$ cat src/agpe_pkg.sv
// Constants shared by the general-purpose event and power-level logic
package agpe_pkg;

  // Host I/O bus widths
  localparam int          IO_AW         = 16;
  localparam int          IO_DW         = 8;

  // Event block offsets from its base
  localparam logic [15:0] OFS_STS_LO    = 16'h0000;
  localparam logic [15:0] OFS_STS_HI    = 16'h0001;
  localparam logic [15:0] OFS_EN_LO     = 16'h0002;
  localparam logic [15:0] OFS_EN_HI     = 16'h0003;
  localparam logic [15:0] GPE_SPAN      = 16'h0008;

  // Power-level triggers, offsets from the processor control block base
  localparam logic [15:0] OFS_C2_TRIG   = 16'h0004;
  localparam logic [15:0] OFS_C3_TRIG   = 16'h0005;

  // Bit positions in the low status and enable bytes
  localparam int          BIT_LID       = 7;
  localparam int          BIT_EC        = 6;
  localparam int          BIT_USB       = 5;
  localparam int          BIT_RING      = 4;
  localparam int          BIT_RING2     = 3;
  localparam int          BIT_CARD      = 2;
  localparam int          BIT_REQ_IN_N_A      = 1;
  localparam int          BIT_REQ_IN_N_B    = 0;

  // Bit positions in the high status and enable bytes
  localparam int          BIT_THERM     = 4;
  localparam int          BIT_FW_REQ    = 7;
  localparam int          SPARE_N       = 4;
  localparam int          HI_W          = 5;

  // Synchronised event inputs: eight low-byte sources plus the spares
  localparam int          EVT_N         = 12;
  localparam logic [1:0]  WARM_DONE     = 2'h3;

  // Reset values
  localparam logic [7:0]  RST_BYTE      = 8'h00;
  localparam logic [4:0]  RST_HI        = 5'h00;
  localparam logic [2:0]  HI_PAD        = 3'h0;

endpackage : agpe_pkg

$ cat src/agpe_edge_sync.sv
// Two-flop synchroniser with falling and any-edge detection per input
module agpe_edge_sync
  import agpe_pkg::*;
#(
  parameter int WIDTH = agpe_pkg::EVT_N
) (
  input  wire logic             core_clk,
  input  wire logic             srst,
  input  wire logic [WIDTH-1:0] async_in,
  output logic      [WIDTH-1:0] fall_pulse,
  output logic      [WIDTH-1:0] any_pulse
);

  typedef struct packed {
    logic [WIDTH-1:0] meta;
    logic [WIDTH-1:0] sync;
    logic [WIDTH-1:0] prev;
    logic [WIDTH-1:0] fall;
    logic [WIDTH-1:0] any;
    logic [1:0]       warm;
  } agpe_sync_t;

  agpe_sync_t q;
  agpe_sync_t next_q;

  // Edges are held off until the chain has filled, so reset gives no false event
  always_comb begin
    next_q      = q;
    next_q.meta = async_in;
    next_q.sync = q.meta;
    next_q.prev = q.sync;
    if (q.warm != WARM_DONE) begin
      next_q.warm = q.warm + 2'h1;
    end
    for (int i = 0; i < WIDTH; i++) begin
      next_q.fall[i] = (q.warm == WARM_DONE) && q.prev[i] && !q.sync[i];
      next_q.any[i]  = (q.warm == WARM_DONE) && (q.prev[i] != q.sync[i]);
    end
  end

  // Idle level of the active-low lines is high
  always_ff @(posedge core_clk) begin
    if (srst) begin
      q <= '{meta: '1, sync: '1, prev: '1, fall: '0, any: '0, warm: 2'h0};
    end else begin
      q <= next_q;
    end
  end

  assign fall_pulse = q.fall;
  assign any_pulse  = q.any;
endmodule : agpe_edge_sync

$ cat src/agpe_block.sv
// General-purpose event status/enable bytes and power-level read triggers
// Function
// - Reading the C2 trigger byte forces clock control into C2; writes ignored.
// - Reading the C3 trigger byte forces clock control into C3; writes ignored.
// - The C2 trigger acts exactly like the doze-mode control bit.
// - The C3 trigger acts exactly like the zero-volt suspend control bit.
// - Event block decoded as byte offsets from a software-programmed base.
// - Lid activity in either direction sets status bit 7; write 1 clears.
// - Embedded-controller event low sets status bit 6 until written 1.
// - USB wake low sets status bit 5; write 1 clears.
// - Ring input low, pin or drive-back, sets status bit 4; write 1 clears.
// - Second ring low, pin or drive-back, sets status bit 3; write 1 clears.
// - Card status-change low sets status bit 2; write 1 clears.
// - Req_in_n_a low sets bit 1, req_in_n_b low sets bit 0; write 1 clears.
// - Toggle of the selected thermal counter bit sets high status bit 4.
// - Each spare input going low sets its high status bit; write 1 clears.
// - Low enable bits gate low status bits onto the control interrupt.
// - High enable bit 4 gates the thermal status onto the interrupt.
// - High enable bits 3..0 gate the spare status bits onto the interrupt.
// - High enable bit 7 is write-only firmware request; reads return zero.
// - Event block offsets 04h to 07h are reserved with no function.
// - Firmware request write sets the global service flag elsewhere.
// - Control interrupt goes out as SMI when route is 0, IRQ13 when 1.
module agpe_block
  import agpe_pkg::*;
(
  input  wire logic                          core_clk,
  input  wire logic                          srst,
  // Host I/O access
  input  wire logic [agpe_pkg::IO_AW-1:0]    io_addr,
  input  wire logic                          io_rd,
  input  wire logic                          io_wr,
  input  wire logic [agpe_pkg::IO_DW-1:0]    io_wdata,
  output logic      [agpe_pkg::IO_DW-1:0]    io_rdata,
  output logic                               io_claim,
  // Bases programmed in the second PCI function
  input  wire logic [agpe_pkg::IO_AW-1:0]    gp_event_block_base,
  input  wire logic [agpe_pkg::IO_AW-1:0]    processor_control_block_base,
  // Event sources
  input  wire logic                          lid_in,
  input  wire logic                          ec_event_in_n,
  input  wire logic                          usb_wake_in_n,
  input  wire logic                          ring_in_n,
  input  wire logic                          ring_driveback_n,
  input  wire logic                          second_ring_in_n,
  input  wire logic                          second_ring_driveback_n,
  input  wire logic                          card_change_in_n,
  input  wire logic                          req_in_n_a,
  input  wire logic                          req_in_n_b,
  input  wire logic [agpe_pkg::SPARE_N-1:0]  spare_in_n,
  // Thermal counter and its bit select, same clock domain
  input  wire logic [15:0]                   thermal_freq_counter,
  input  wire logic [3:0]                    thermal_group_select,
  // Delivery select for the control interrupt
  input  wire logic                          interrupt_route_select,
  // Outputs to clock control and interrupt logic
  output logic                               force_c2_pulse,
  output logic                               force_c3_pulse,
  output logic                               global_service_set,
  output logic                               sci_smi,
  output logic                               sci_irq13
);

  typedef struct packed {
    logic [7:0]         sts_lo;
    logic [SPARE_N-1:0] sts_spare;
    logic               sts_therm;
    logic [7:0]         en_lo;
    logic [HI_W-1:0]    en_hi;
    logic               therm_prev;
    logic [3:0]         sel_prev;
    logic               therm_armed;
    logic [7:0]         rdata;
    logic               claim;
    logic               c2;
    logic               c3;
    logic               fw_req;
    logic               smi;
    logic               irq13;
  } agpe_state_t;

  agpe_state_t q;
  agpe_state_t next_q;

  logic [EVT_N-1:0] evt_raw;
  logic [EVT_N-1:0] evt_fall;
  logic [EVT_N-1:0] evt_any;
  logic [15:0]      gpe_off;
  logic [15:0]      pblk_off;
  logic             gpe_hit;
  logic             c2_hit;
  logic             c3_hit;
  logic [7:0]       set_lo;
  logic [7:0]       clr_lo;
  logic [7:0]       clr_hi;
  logic             therm_bit;
  logic             therm_toggle;
  logic             pending;

  // Pin and drive-back sources share a line: either pulled low is activity
  always_comb begin
    evt_raw             = '1;
    evt_raw[BIT_LID]    = lid_in;
    evt_raw[BIT_EC]     = ec_event_in_n;
    evt_raw[BIT_USB]    = usb_wake_in_n;
    evt_raw[BIT_RING]   = ring_in_n & ring_driveback_n;
    evt_raw[BIT_RING2]  = second_ring_in_n & second_ring_driveback_n;
    evt_raw[BIT_CARD]   = card_change_in_n;
    evt_raw[BIT_REQ_IN_N_A]   = req_in_n_a;
    evt_raw[BIT_REQ_IN_N_B] = req_in_n_b;
    evt_raw[EVT_N-1:8]  = spare_in_n;
  end

  // Every pin source crosses in through two flops before any edge is seen; the thermal counter does not
  agpe_edge_sync #(
    .WIDTH      (EVT_N)
  ) u_sync (
    .core_clk   (core_clk),
    .srst       (srst),
    .async_in   (evt_raw),
    .fall_pulse (evt_fall),
    .any_pulse  (evt_any)
  );

  // Address decode; subtraction lets the bases sit on any byte boundary
  always_comb begin
    gpe_off  = io_addr - gp_event_block_base;
    pblk_off = io_addr - processor_control_block_base;
    gpe_hit  = gpe_off < GPE_SPAN;
    c2_hit   = pblk_off == OFS_C2_TRIG;
    c3_hit   = pblk_off == OFS_C3_TRIG;
  end

  // Event sets: lid counts both directions, the rest only going low
  always_comb begin
    set_lo          = evt_fall[7:0];
    set_lo[BIT_LID] = evt_any[BIT_LID];
  end

  // A select change would look like a toggle, so it is ignored for a cycle
  always_comb begin
    therm_bit    = thermal_freq_counter[thermal_group_select];
    // The remembered bit is reset to zero, not to the counter, so the first cycle is skipped
    therm_toggle = q.therm_armed
                   && (thermal_group_select == q.sel_prev)
                   && (therm_bit != q.therm_prev);
  end

  // Write-one-to-clear masks, only for a write that hits the byte
  always_comb begin
    clr_lo = '0;
    clr_hi = '0;
    if (io_wr && gpe_hit && gpe_off == OFS_STS_LO) begin
      clr_lo = io_wdata;
    end
    if (io_wr && gpe_hit && gpe_off == OFS_STS_HI) begin
      clr_hi = io_wdata;
    end
  end

  // Any enabled status raises the control interrupt
  always_comb begin
    pending = |(q.sts_lo & q.en_lo)
              | (q.sts_therm & q.en_hi[BIT_THERM])
              | |(q.sts_spare & q.en_hi[SPARE_N-1:0]);
  end

  // Next-state: set wins over a clear in the same cycle
  always_comb begin
    next_q            = q;
    next_q.c2         = 1'b0;
    next_q.c3         = 1'b0;
    next_q.fw_req     = 1'b0;
    next_q.claim      = 1'b0;
    next_q.therm_prev = therm_bit;
    next_q.sel_prev   = thermal_group_select;
    next_q.therm_armed = 1'b1;

    // Status bytes
    next_q.sts_lo    = (q.sts_lo & ~clr_lo) | set_lo;
    next_q.sts_spare = (q.sts_spare & ~clr_hi[SPARE_N-1:0])
                       | evt_fall[EVT_N-1:8];
    next_q.sts_therm = (q.sts_therm & ~clr_hi[BIT_THERM])
                       | therm_toggle;

    // Enable writes; reserved high bits are dropped
    if (io_wr && gpe_hit) begin
      next_q.claim = 1'b1;
      case (gpe_off)
        OFS_EN_LO: begin
          next_q.en_lo = io_wdata;
        end
        OFS_EN_HI: begin
          next_q.en_hi  = io_wdata[HI_W-1:0];
          next_q.fw_req = io_wdata[BIT_FW_REQ];
        end
        default: begin
          next_q.claim = 1'b1;
        end
      endcase
    end

    // Trigger bytes only claim a write, they never act on it
    if (io_wr && (c2_hit || c3_hit)) begin
      next_q.claim = 1'b1;
    end

    // Reads: data is registered, trigger reads also return zero
    if (io_rd) begin
      next_q.rdata = RST_BYTE;
      if (gpe_hit) begin
        next_q.claim = 1'b1;
        case (gpe_off)
          OFS_STS_LO: begin
            next_q.rdata = q.sts_lo;
          end
          OFS_STS_HI: begin
            next_q.rdata = {HI_PAD, q.sts_therm, q.sts_spare};
          end
          OFS_EN_LO: begin
            next_q.rdata = q.en_lo;
          end
          OFS_EN_HI: begin
            next_q.rdata = {HI_PAD, q.en_hi};
          end
          default: begin
            next_q.rdata = RST_BYTE;
          end
        endcase
      end
      if (c2_hit) begin
        next_q.claim = 1'b1;
        next_q.c2    = 1'b1;
      end
      if (c3_hit) begin
        next_q.claim = 1'b1;
        next_q.c3    = 1'b1;
      end
    end

    // Interrupt delivery, one path only
    next_q.smi   = pending && !interrupt_route_select;
    next_q.irq13 = pending && interrupt_route_select;
  end

  // State register
  always_ff @(posedge core_clk) begin
    if (srst) begin
      q <= '{sts_lo: RST_BYTE, sts_spare: '0, sts_therm: 1'b0,
             en_lo: RST_BYTE, en_hi: RST_HI, therm_prev: 1'b0,
             sel_prev: 4'h0, therm_armed: 1'b0, rdata: RST_BYTE, claim: 1'b0,
             c2: 1'b0, c3: 1'b0, fw_req: 1'b0, smi: 1'b0, irq13: 1'b0};
    end else begin
      q <= next_q;
    end
  end

  // Outputs straight from the state register
  assign io_rdata           = q.rdata;
  assign io_claim           = q.claim;
  assign force_c2_pulse     = q.c2;
  assign force_c3_pulse     = q.c3;
  assign global_service_set = q.fw_req;
  assign sci_smi            = q.smi;
  assign sci_irq13          = q.irq13;
endmodule : agpe_block

$ cat config.mk
export PLATFORM = sky130hd
export DESIGN_NAME = agpe_block
export DESIGN_NICKNAME = d
export VERILOG_FILES = /design/src/agpe_pkg.sv /design/src/agpe_edge_sync.sv /design/src/agpe_block.sv
export SDC_FILE = /design/constraint.sdc
export NUM_CORES = 1
export LEC_CHECK = 0
export BUFFER_PORTS_ARGS = -buffer_cell sky130_fd_sc_hd__buf_2
export CORE_MARGIN = 2
export CORE_UTILIZATION = 55
export CTS_CLUSTER_DIAMETER = 100
export DETAILED_ROUTE_END_ITERATION = 16
export PLACE_DENSITY_LB_ADDON = 0.08
export SLEW_MARGIN = 20
export SYNTH_ARGS = -nofsm -noshare
export SYNTH_HDL_FRONTEND = slang
export SYNTH_HIERARCHICAL = 1
export SYNTH_SLANG_ARGS = --single-unit
$ cat constraint.sdc
create_clock -name core_clk -period 3.4 [get_ports core_clk]
set_input_delay 0.51 -clock core_clk [delete_from_list [all_inputs] [get_ports core_clk]]
set_output_delay 0.51 -clock core_clk [all_outputs]
set_load 0.02 [all_outputs]
==> results of run 1 <==
metrics by stage:
step | total power, W | TNS, ns | cell area (µm²) | setup WS (ns)
after CTS | 0.00253 | 0 | 6130 | 0.341
after detailed placement | 0.00171 | -0.0910 | 5910 | -0.0365
after floorplan | 0.00157 | 0 | 5460 | 0.430
after global routing | 0.00265 | 0 | 6130 | 0.146
after global placement | 0.00171 | 0 | 5910 | 0.0798
final | 0.00251 | 0 | 6130 | 0.317
metal layers:
metal / wire, µm / GRT usage [%]
met5: 0 / 0
met4: 82 / 4.54
met3: 748 / 3.96
met2: 5190 / 35.1
met1: 5980 / 34.1
worst max-delay path, stage by stage:
cell      delay (ns)
buf_2           0.10
inv_1           0.07
ha_1            0.17
inv_1           0.05
fa_1            0.43
a211oi_1        0.38
o211ai_1        0.20
nand3_1         0.14
nor3b_1         0.28
or2_2           0.19
o311ai_0        0.14
nor4_2          0.45
o221a_2         0.25
path summary, 6_finish.rpt:
kind,endpoint,slack [ns],cells after the start
setup / recovery,io_claim,0.32,13
hold / removal,sci_smi,0.32,2
setup reg to reg,q[33],2.15,6
hold reg to reg,u_sync/next_q[37],0.41,1
cell type report:
cell class              count  area (µm²)  area share [%]
clock inverters             5        88.8            1.45
well taps                 133         166            2.71
flip-flops and latches     96        1920            31.3
multi-input cells         407        3040            49.6
repair buffers            112         571            9.30
clock buffers              10         138            2.24
inverters                  55         206            3.37
power breakdown:
group	internal (W)	switching, W	total [W]
logic	0.000231	0.000297	0.000528
registers	0.00115	0.0000140	0.00117
clock network	0.000439	0.000374	0.000813
total	0.00182	0.000685	0.00251
flip-flops by register name, indices dropped and copies added (netlist names):
name	count
sci_irq13	1
u_sync/any_pulse	1
q	32
global_service_set	1
io_rdata	8
io_claim	1
force_c2_pulse	1
force_c3_pulse	1
sci_smi	1
u_sync/next_q	24
u_sync/q	14
u_sync/fall_pulse	11
==> summary.md, run 1 <==
| Metric | Value |
|---|---|
| Hold_sp | `interrupt_route_select` |
| Detail Route Antenna Nets | `0` |
| Crit path launch | `io_addr[0]` |
| Core Area | `approximately 9700 µm²` |
| RePlAce Congestion | `0.868` |
| Synth Instances | `600` |
| Placed insts | `around 800` |
| Pin count of the biggest net entering global routing | `73` |
| Clock Tree Buf Depth | `2` |
| Gr usage total | `between 20 and 25%` |
| Syn_area_per_cell | `~9.1 µm²` |
| Final std cells w/o fill | `818` |
| Drt drc | `0` |
| Critical Path Source Type | `primary input` |
| Gr ovfl total | `0` |
| Post-cts resize count | `0` |
| Fillers | `~830` |
| Hold_buf cts | `0` |
| Max VDD drop | `0.326 mV` |
| DRT iter0 DRCs | `232` |
| Die ar. | `10700 µm²` |
| Unrepaired setup endpoints after global routing | `false` |
| TritonCTS Buffers | `9` |
| Initial Util | `56.4%` |
| First-pass GRT wire length | `20500 µm` |
| Post-Route WL | `12000 µm` |
| Post-Syn Nets | `729` |
| CTS tree | `yes` |
| Synth warnings | `6` |
| Core Util, Final | `63.3%` |
| PwrDens | `between 400 and 500 nW/µm²` |
| Mean routed wirelength per cell | `14.7 µm` |
| Dpl hpwl | `between 9000 and 10000 µm` |
| Final min period | `3.08 ns` |
| Nets | `810` |
| Row count | `36` |
| Initial antenna violation count | `0` |
| Final Setup Violations | `0` |
| Worst Hold Slack | `0.321 ns` |
| Deepest level of the CTS H-tree | `3` |
| Ant. Diodes | `0` |
| Setup CP Type | `in2reg` |
| Status | `finished clean` |
| Worst Path Required | `3.69 ns` |
| Commonest non-fill, non-tap cell in the layout | `buf_2` |
| FMAX | `about 320 MHz` |
| Setup bufs post-CTS | `0` |
| Leakage power | `2.63 nW` |
| Via density | `~5.5` |
| First-pass DRT Iterations | `4` |
| Tightest Pin Transition | `a little under 0.8 ns` |
| Relative slew slack | `46.6%` |
| Number of global-route vias before repair | `4279` |
| Max-cap violations | `0` |
| Max Slew Vio Count | `0` |
| Die height | `104 µm` |
| Number of I/O port buffers | `108` |
| Worst-path clk slew | `0.09 ns` |
| TritonCTS Sinks | `96` |
| Die width | `104 µm` |
| Num ports | `109` |
| Tcrit/Tclk final | `90.7%` |
| Hold Crit Class | `in2reg` |
| Root Driver | `clkbuf_8` |
| Hold Fails Final Rpt | `0` |
| CP Data Arrival Time | `3.37 ns` |
| Mapped cell area | `5460 µm²` |
| Vias | `about 4.5k` |
| Clock Skew | `0.0111 ns` |
| Commonest cells after routing, fill and taps aside | `108 x buf_2, 96 x dfxtp_1, 55 x inv_1, 38 x a21oi_1, 38 x nor2_1` |
| Worst-path maximum fanout | `4` |
| Clk_lat worst skew | `0.35 ns` |
| Crit. End Element | `flop` |
| Area Growth Syn to Fin | `12.4%` |
| Reg2Reg Launch Point | `q[17]` |
| Share of cells above drive strength 1 | `26.9%` |
(Power assumes the default switching activity.)
==> run 2: changes to the inputs <==
Settings changed: CELL_PAD_IN_SITES_DETAIL_PLACEMENT set to 1, CELL_PAD_IN_SITES_GLOBAL_PLACEMENT set to 1, CORE_UTILIZATION 55 to 39.
Clock period 3.4 ns to 2.8 ns, I/O delays scaled along.
==> run 2 against run 1 <==
  * The flow now finishes with violations (negative setup slack)
  * Via count rose by 7.3%
  * Clock power rose by 35%
  * Cell area grew 14%
  * Non-clock buffer count rose by 68
  * Setup slack worse by 0.38 ns
  * Clock-buffer cell count grew 2
  * Sequential power up 21%
  * Critical path type unchanged
  * Largest power group unchanged
  * Highest routed layer unchanged
==> summary.md, run 2 (synthesized netlist as in run 1, its figures left out) <==
| Metric | Value |
|---|---|
| Status | `finished with violations` |
| Failing checks | `negative setup slack` |
| Crit path max-delay family | `simple AND/OR/NAND/NOR gates` |
| Gr ovfl total | `0 (unchanged)` |
| TritonCTS Buffers | `9 (unchanged)` |
| Pin count of the biggest net entering global routing | `73 (unchanged)` |
| Area Growth Syn to Fin | `28.1%` |
| Core Util, Final | `50.8% (-13 points)` |
| Largest register FFs | `32 (unchanged)` |
| Reg2reg setup slack | `1.54 ns (-0.61 ns)` |
| Placed insts | `908 (+13%)` |
| Reg2reg end | `q[33]` |
| Setup CP Type | `in2reg` |
| Nets | `880 (+8.6%)` |
| Max VDD drop | `0.307 mV (-5.8%)` |
| Hold_buf cts | `0 (unchanged)` |
| Commonest cells after routing, fill and taps aside | `105 x buf_2, 96 x dfxtp_1, 70 x buf_4, 54 x inv_1, 38 x nor2_1` |
| Mean routed wirelength per cell | `16.1 µm (+9.8%)` |
| Post-Route WL | `15100 µm (+26%)` |
| Number of I/O port buffers | `108 (unchanged)` |
| Clock Skew | `0.00479 ns (-0.00634 ns)` |
| Worst r2r path cells | `6 (unchanged)` |
| Share of cells above drive strength 1 | `37.3% (+10 points)` |
| Hold_sp | `interrupt_route_select` |
| Worst Hold Slack | `0.257 ns (-0.0637 ns)` |
| Clock Tree Buf Depth | `2 (unchanged)` |
| Hold Fails Final Rpt | `0 (unchanged)` |
| Final min period | `2.86 ns` |
| Ant. Diodes | `0 (unchanged)` |
| Top cell by count, worst path | `and3_4` |
| Fillers | `1653 (+99%)` |
| Leakage power | `3.03 nW (+15%)` |
| Dpl hpwl | `11700 µm (+23%)` |
| RePlAce Congestion | `0.833 (-4.0%)` |
| PwrDens | `481 nW/µm² (+17%)` |
| Tcrit/Tclk final | `102%` |
| Initial antenna violation count | `0 (unchanged)` |
| WHS Endpoint | `sci_smi` |
| Crit. End Element | `flop` |
| Max Slew Vio Count | `0 (unchanged)` |
| Die height | `122 µm (+18%)` |
| Crit-path cells | `buf_6 -> inv_4 -> ha_4 -> fa_2 -> nor2b_4 -> o2111ai_2 -> nand3b_1 -> buf_4 -> and3_4 -> o22ai_4 -> nor4_4 -> buf_4 -> and3_4 -> and3_4 -> buf_8 -> a311oi_2` |
| Worst hold path stage count | `2 (unchanged)` |
| CP peak stage delay | `0.38 ns (-0.07 ns)` |
| Deepest level of the CTS H-tree | `3 (unchanged)` |
| Worst Path Required | `2.99 ns (-0.70 ns)` |
| Via density | `5.17 (-6.2%)` |
| Critical path buffers and inverters | `5 (+2)` |
| Worst-path clk slew | `0.06 ns (-0.03 ns)` |
| Final Setup Violations | `12 (+12)` |
| Vias | `4835 (+7.3%)` |
| DRT iter0 DRCs | `156 (-33%)` |
| Worst-path maximum fanout | `8 (+4)` |
| Row count | `43 (+19%)` |
| Unrepaired setup endpoints after global routing | `true` |
| FMAX | `349 MHz` |
| Max-cap violations | `0 (unchanged)` |
| Number of global-route vias before repair | `4882 (+14%)` |
| First-pass DRT Iterations | `4 (unchanged)` |
| Drt drc | `0 (unchanged)` |
| Final std cells w/o fill | `936 (+14%)` |
| TritonCTS Sinks | `96 (unchanged)` |
| Initial Util | `39.6% (-17 points)` |
| Final WS setup | `-0.0625 ns (-0.380 ns)` |
| Relative slew slack | `54.7% (+8.1 points)` |
| Clk_lat worst skew | `0.34 ns (about the same)` |
| Hold Crit Class | `in2reg` |
| Reg2Reg Launch Point | `q[18]` |
| Die ar. | `15000 µm² (+39%)` |
| Most flop-heavy register | `q` |
| Num ports | `109 (unchanged)` |
| CP Data Arrival Time | `3.05 ns (-0.32 ns)` |
| Die width | `122 µm (+18%)` |
| Tightest Pin Transition | `0.679 ns (-0.116 ns)` |
| Commonest non-fill, non-tap cell in the layout | `buf_2` |
| Critical Path Source Type | `primary input` |
| Core Area | `13800 µm² (+42%)` |
| CTS tree | `yes` |
| Gr usage total | `20.1% (-2.8 points)` |
| Worst path slowest cell | `fa_2` |
| First-pass GRT wire length | `23800 µm (+16%)` |
| Root Driver | `clkbuf_16` |
| Detail Route Antenna Nets | `0 (unchanged)` |
[run 2: cell count changes in the layout (fill, tap and decap cells not counted), sizes merged]
cell | previous run | this run
and4 | 3 | 5
bufinv | 2 | 0
clkbuf | 10 | 13
clkinvlp | 0 | 1
clkinv | 1 | 2
buf | 112 | 179
inv | 57 | 56
[run 2: stage by stage]
| stage | area, µm² | total power [W] | worst slack (ns) | setup TNS, ns |
|---|---|---|---|---|
| after floorplan | 5470 | 0.00190 | -0.000774 | -0.000774 |
| after global placement | 6410 | 0.00218 | -0.433 | -13.52 |
| after detailed placement | 6410 | 0.00221 | -0.597 | -13.54 |
| after CTS | 6740 | 0.00334 | 0.00123 | 0 |
| after global routing | 6990 | 0.00353 | -0.174 | -3.16 |
| final | 6990 | 0.00336 | -0.0625 | -0.383 |
[run 2: power by group]
| group | switching (W) | total [W] | internal, W |
|---|---|---|---|
| combinational | 0.000436 | 0.000840 | 0.000404 |
| clock | 0.000495 | 0.00110 | 0.000606 |
| sequential | 0.0000179 | 0.00142 | 0.00140 |
[run 2: cell type report]
cell class              instances  area (µm²)  area share, %
flip-flops and latches         96        1920           27.5
multi-input cells             409        3260           46.7
clock buffers                  12         236           3.38
well taps                     180         225           3.22
repair buffers                180        1110           15.8
inverters                      55         209           2.99
clock inverters                 4        30.0          0.429
[run 2: worst max-delay path by stage]
stage | startpoint | end | slack (ns) | depth (start not counted)
2_1_floorplan | io_addr[0] | io_claim | -0.0008 | 13
3_3_place_gp | io_addr[0] | io_claim | -0.43 | 14
3_5_place_dp | io_addr[0] | force_c2_pulse | -0.60 | 14
4_1_cts | io_addr[0] | force_c2_pulse | 0.001 | 13
5_1_grt | io_addr[0] | q[45] | -0.17 | 16
6_report | io_addr[0] | q[41] | -0.06 | 16
[run 2: worst register-to-register path, cell delays in order, from the launching register on]
cell	delay [ns]
dfxtp_1	0.31
xor2_1	0.14
nor3_1	0.21
nand3_1	0.11
nor2_1	0.17
o21ai_0	0.13
a21oi_1	0.13
[run 2: per-layer routing]
| metal | GRT usage, % | vias up | wire [µm] |
|---|---|---|---|
| li1 | - | 2415 | - |
| met3 | 3.39 | 16 | 537 |
| met5 | 0 | - | 0 |
| met4 | 4.09 | 0 | 146 |
| met2 | 34.4 | 101 | 7220 |
| met1 | 26.7 | 2303 | 7170 |
[run 2: timing repair]
item                       4_1_cts  5_1_grt
cloned                           0        2
pin swaps                       13       22
setup endpoints to repair       20       38
gates resized for setup         10       43
buffers inserted                 2        8
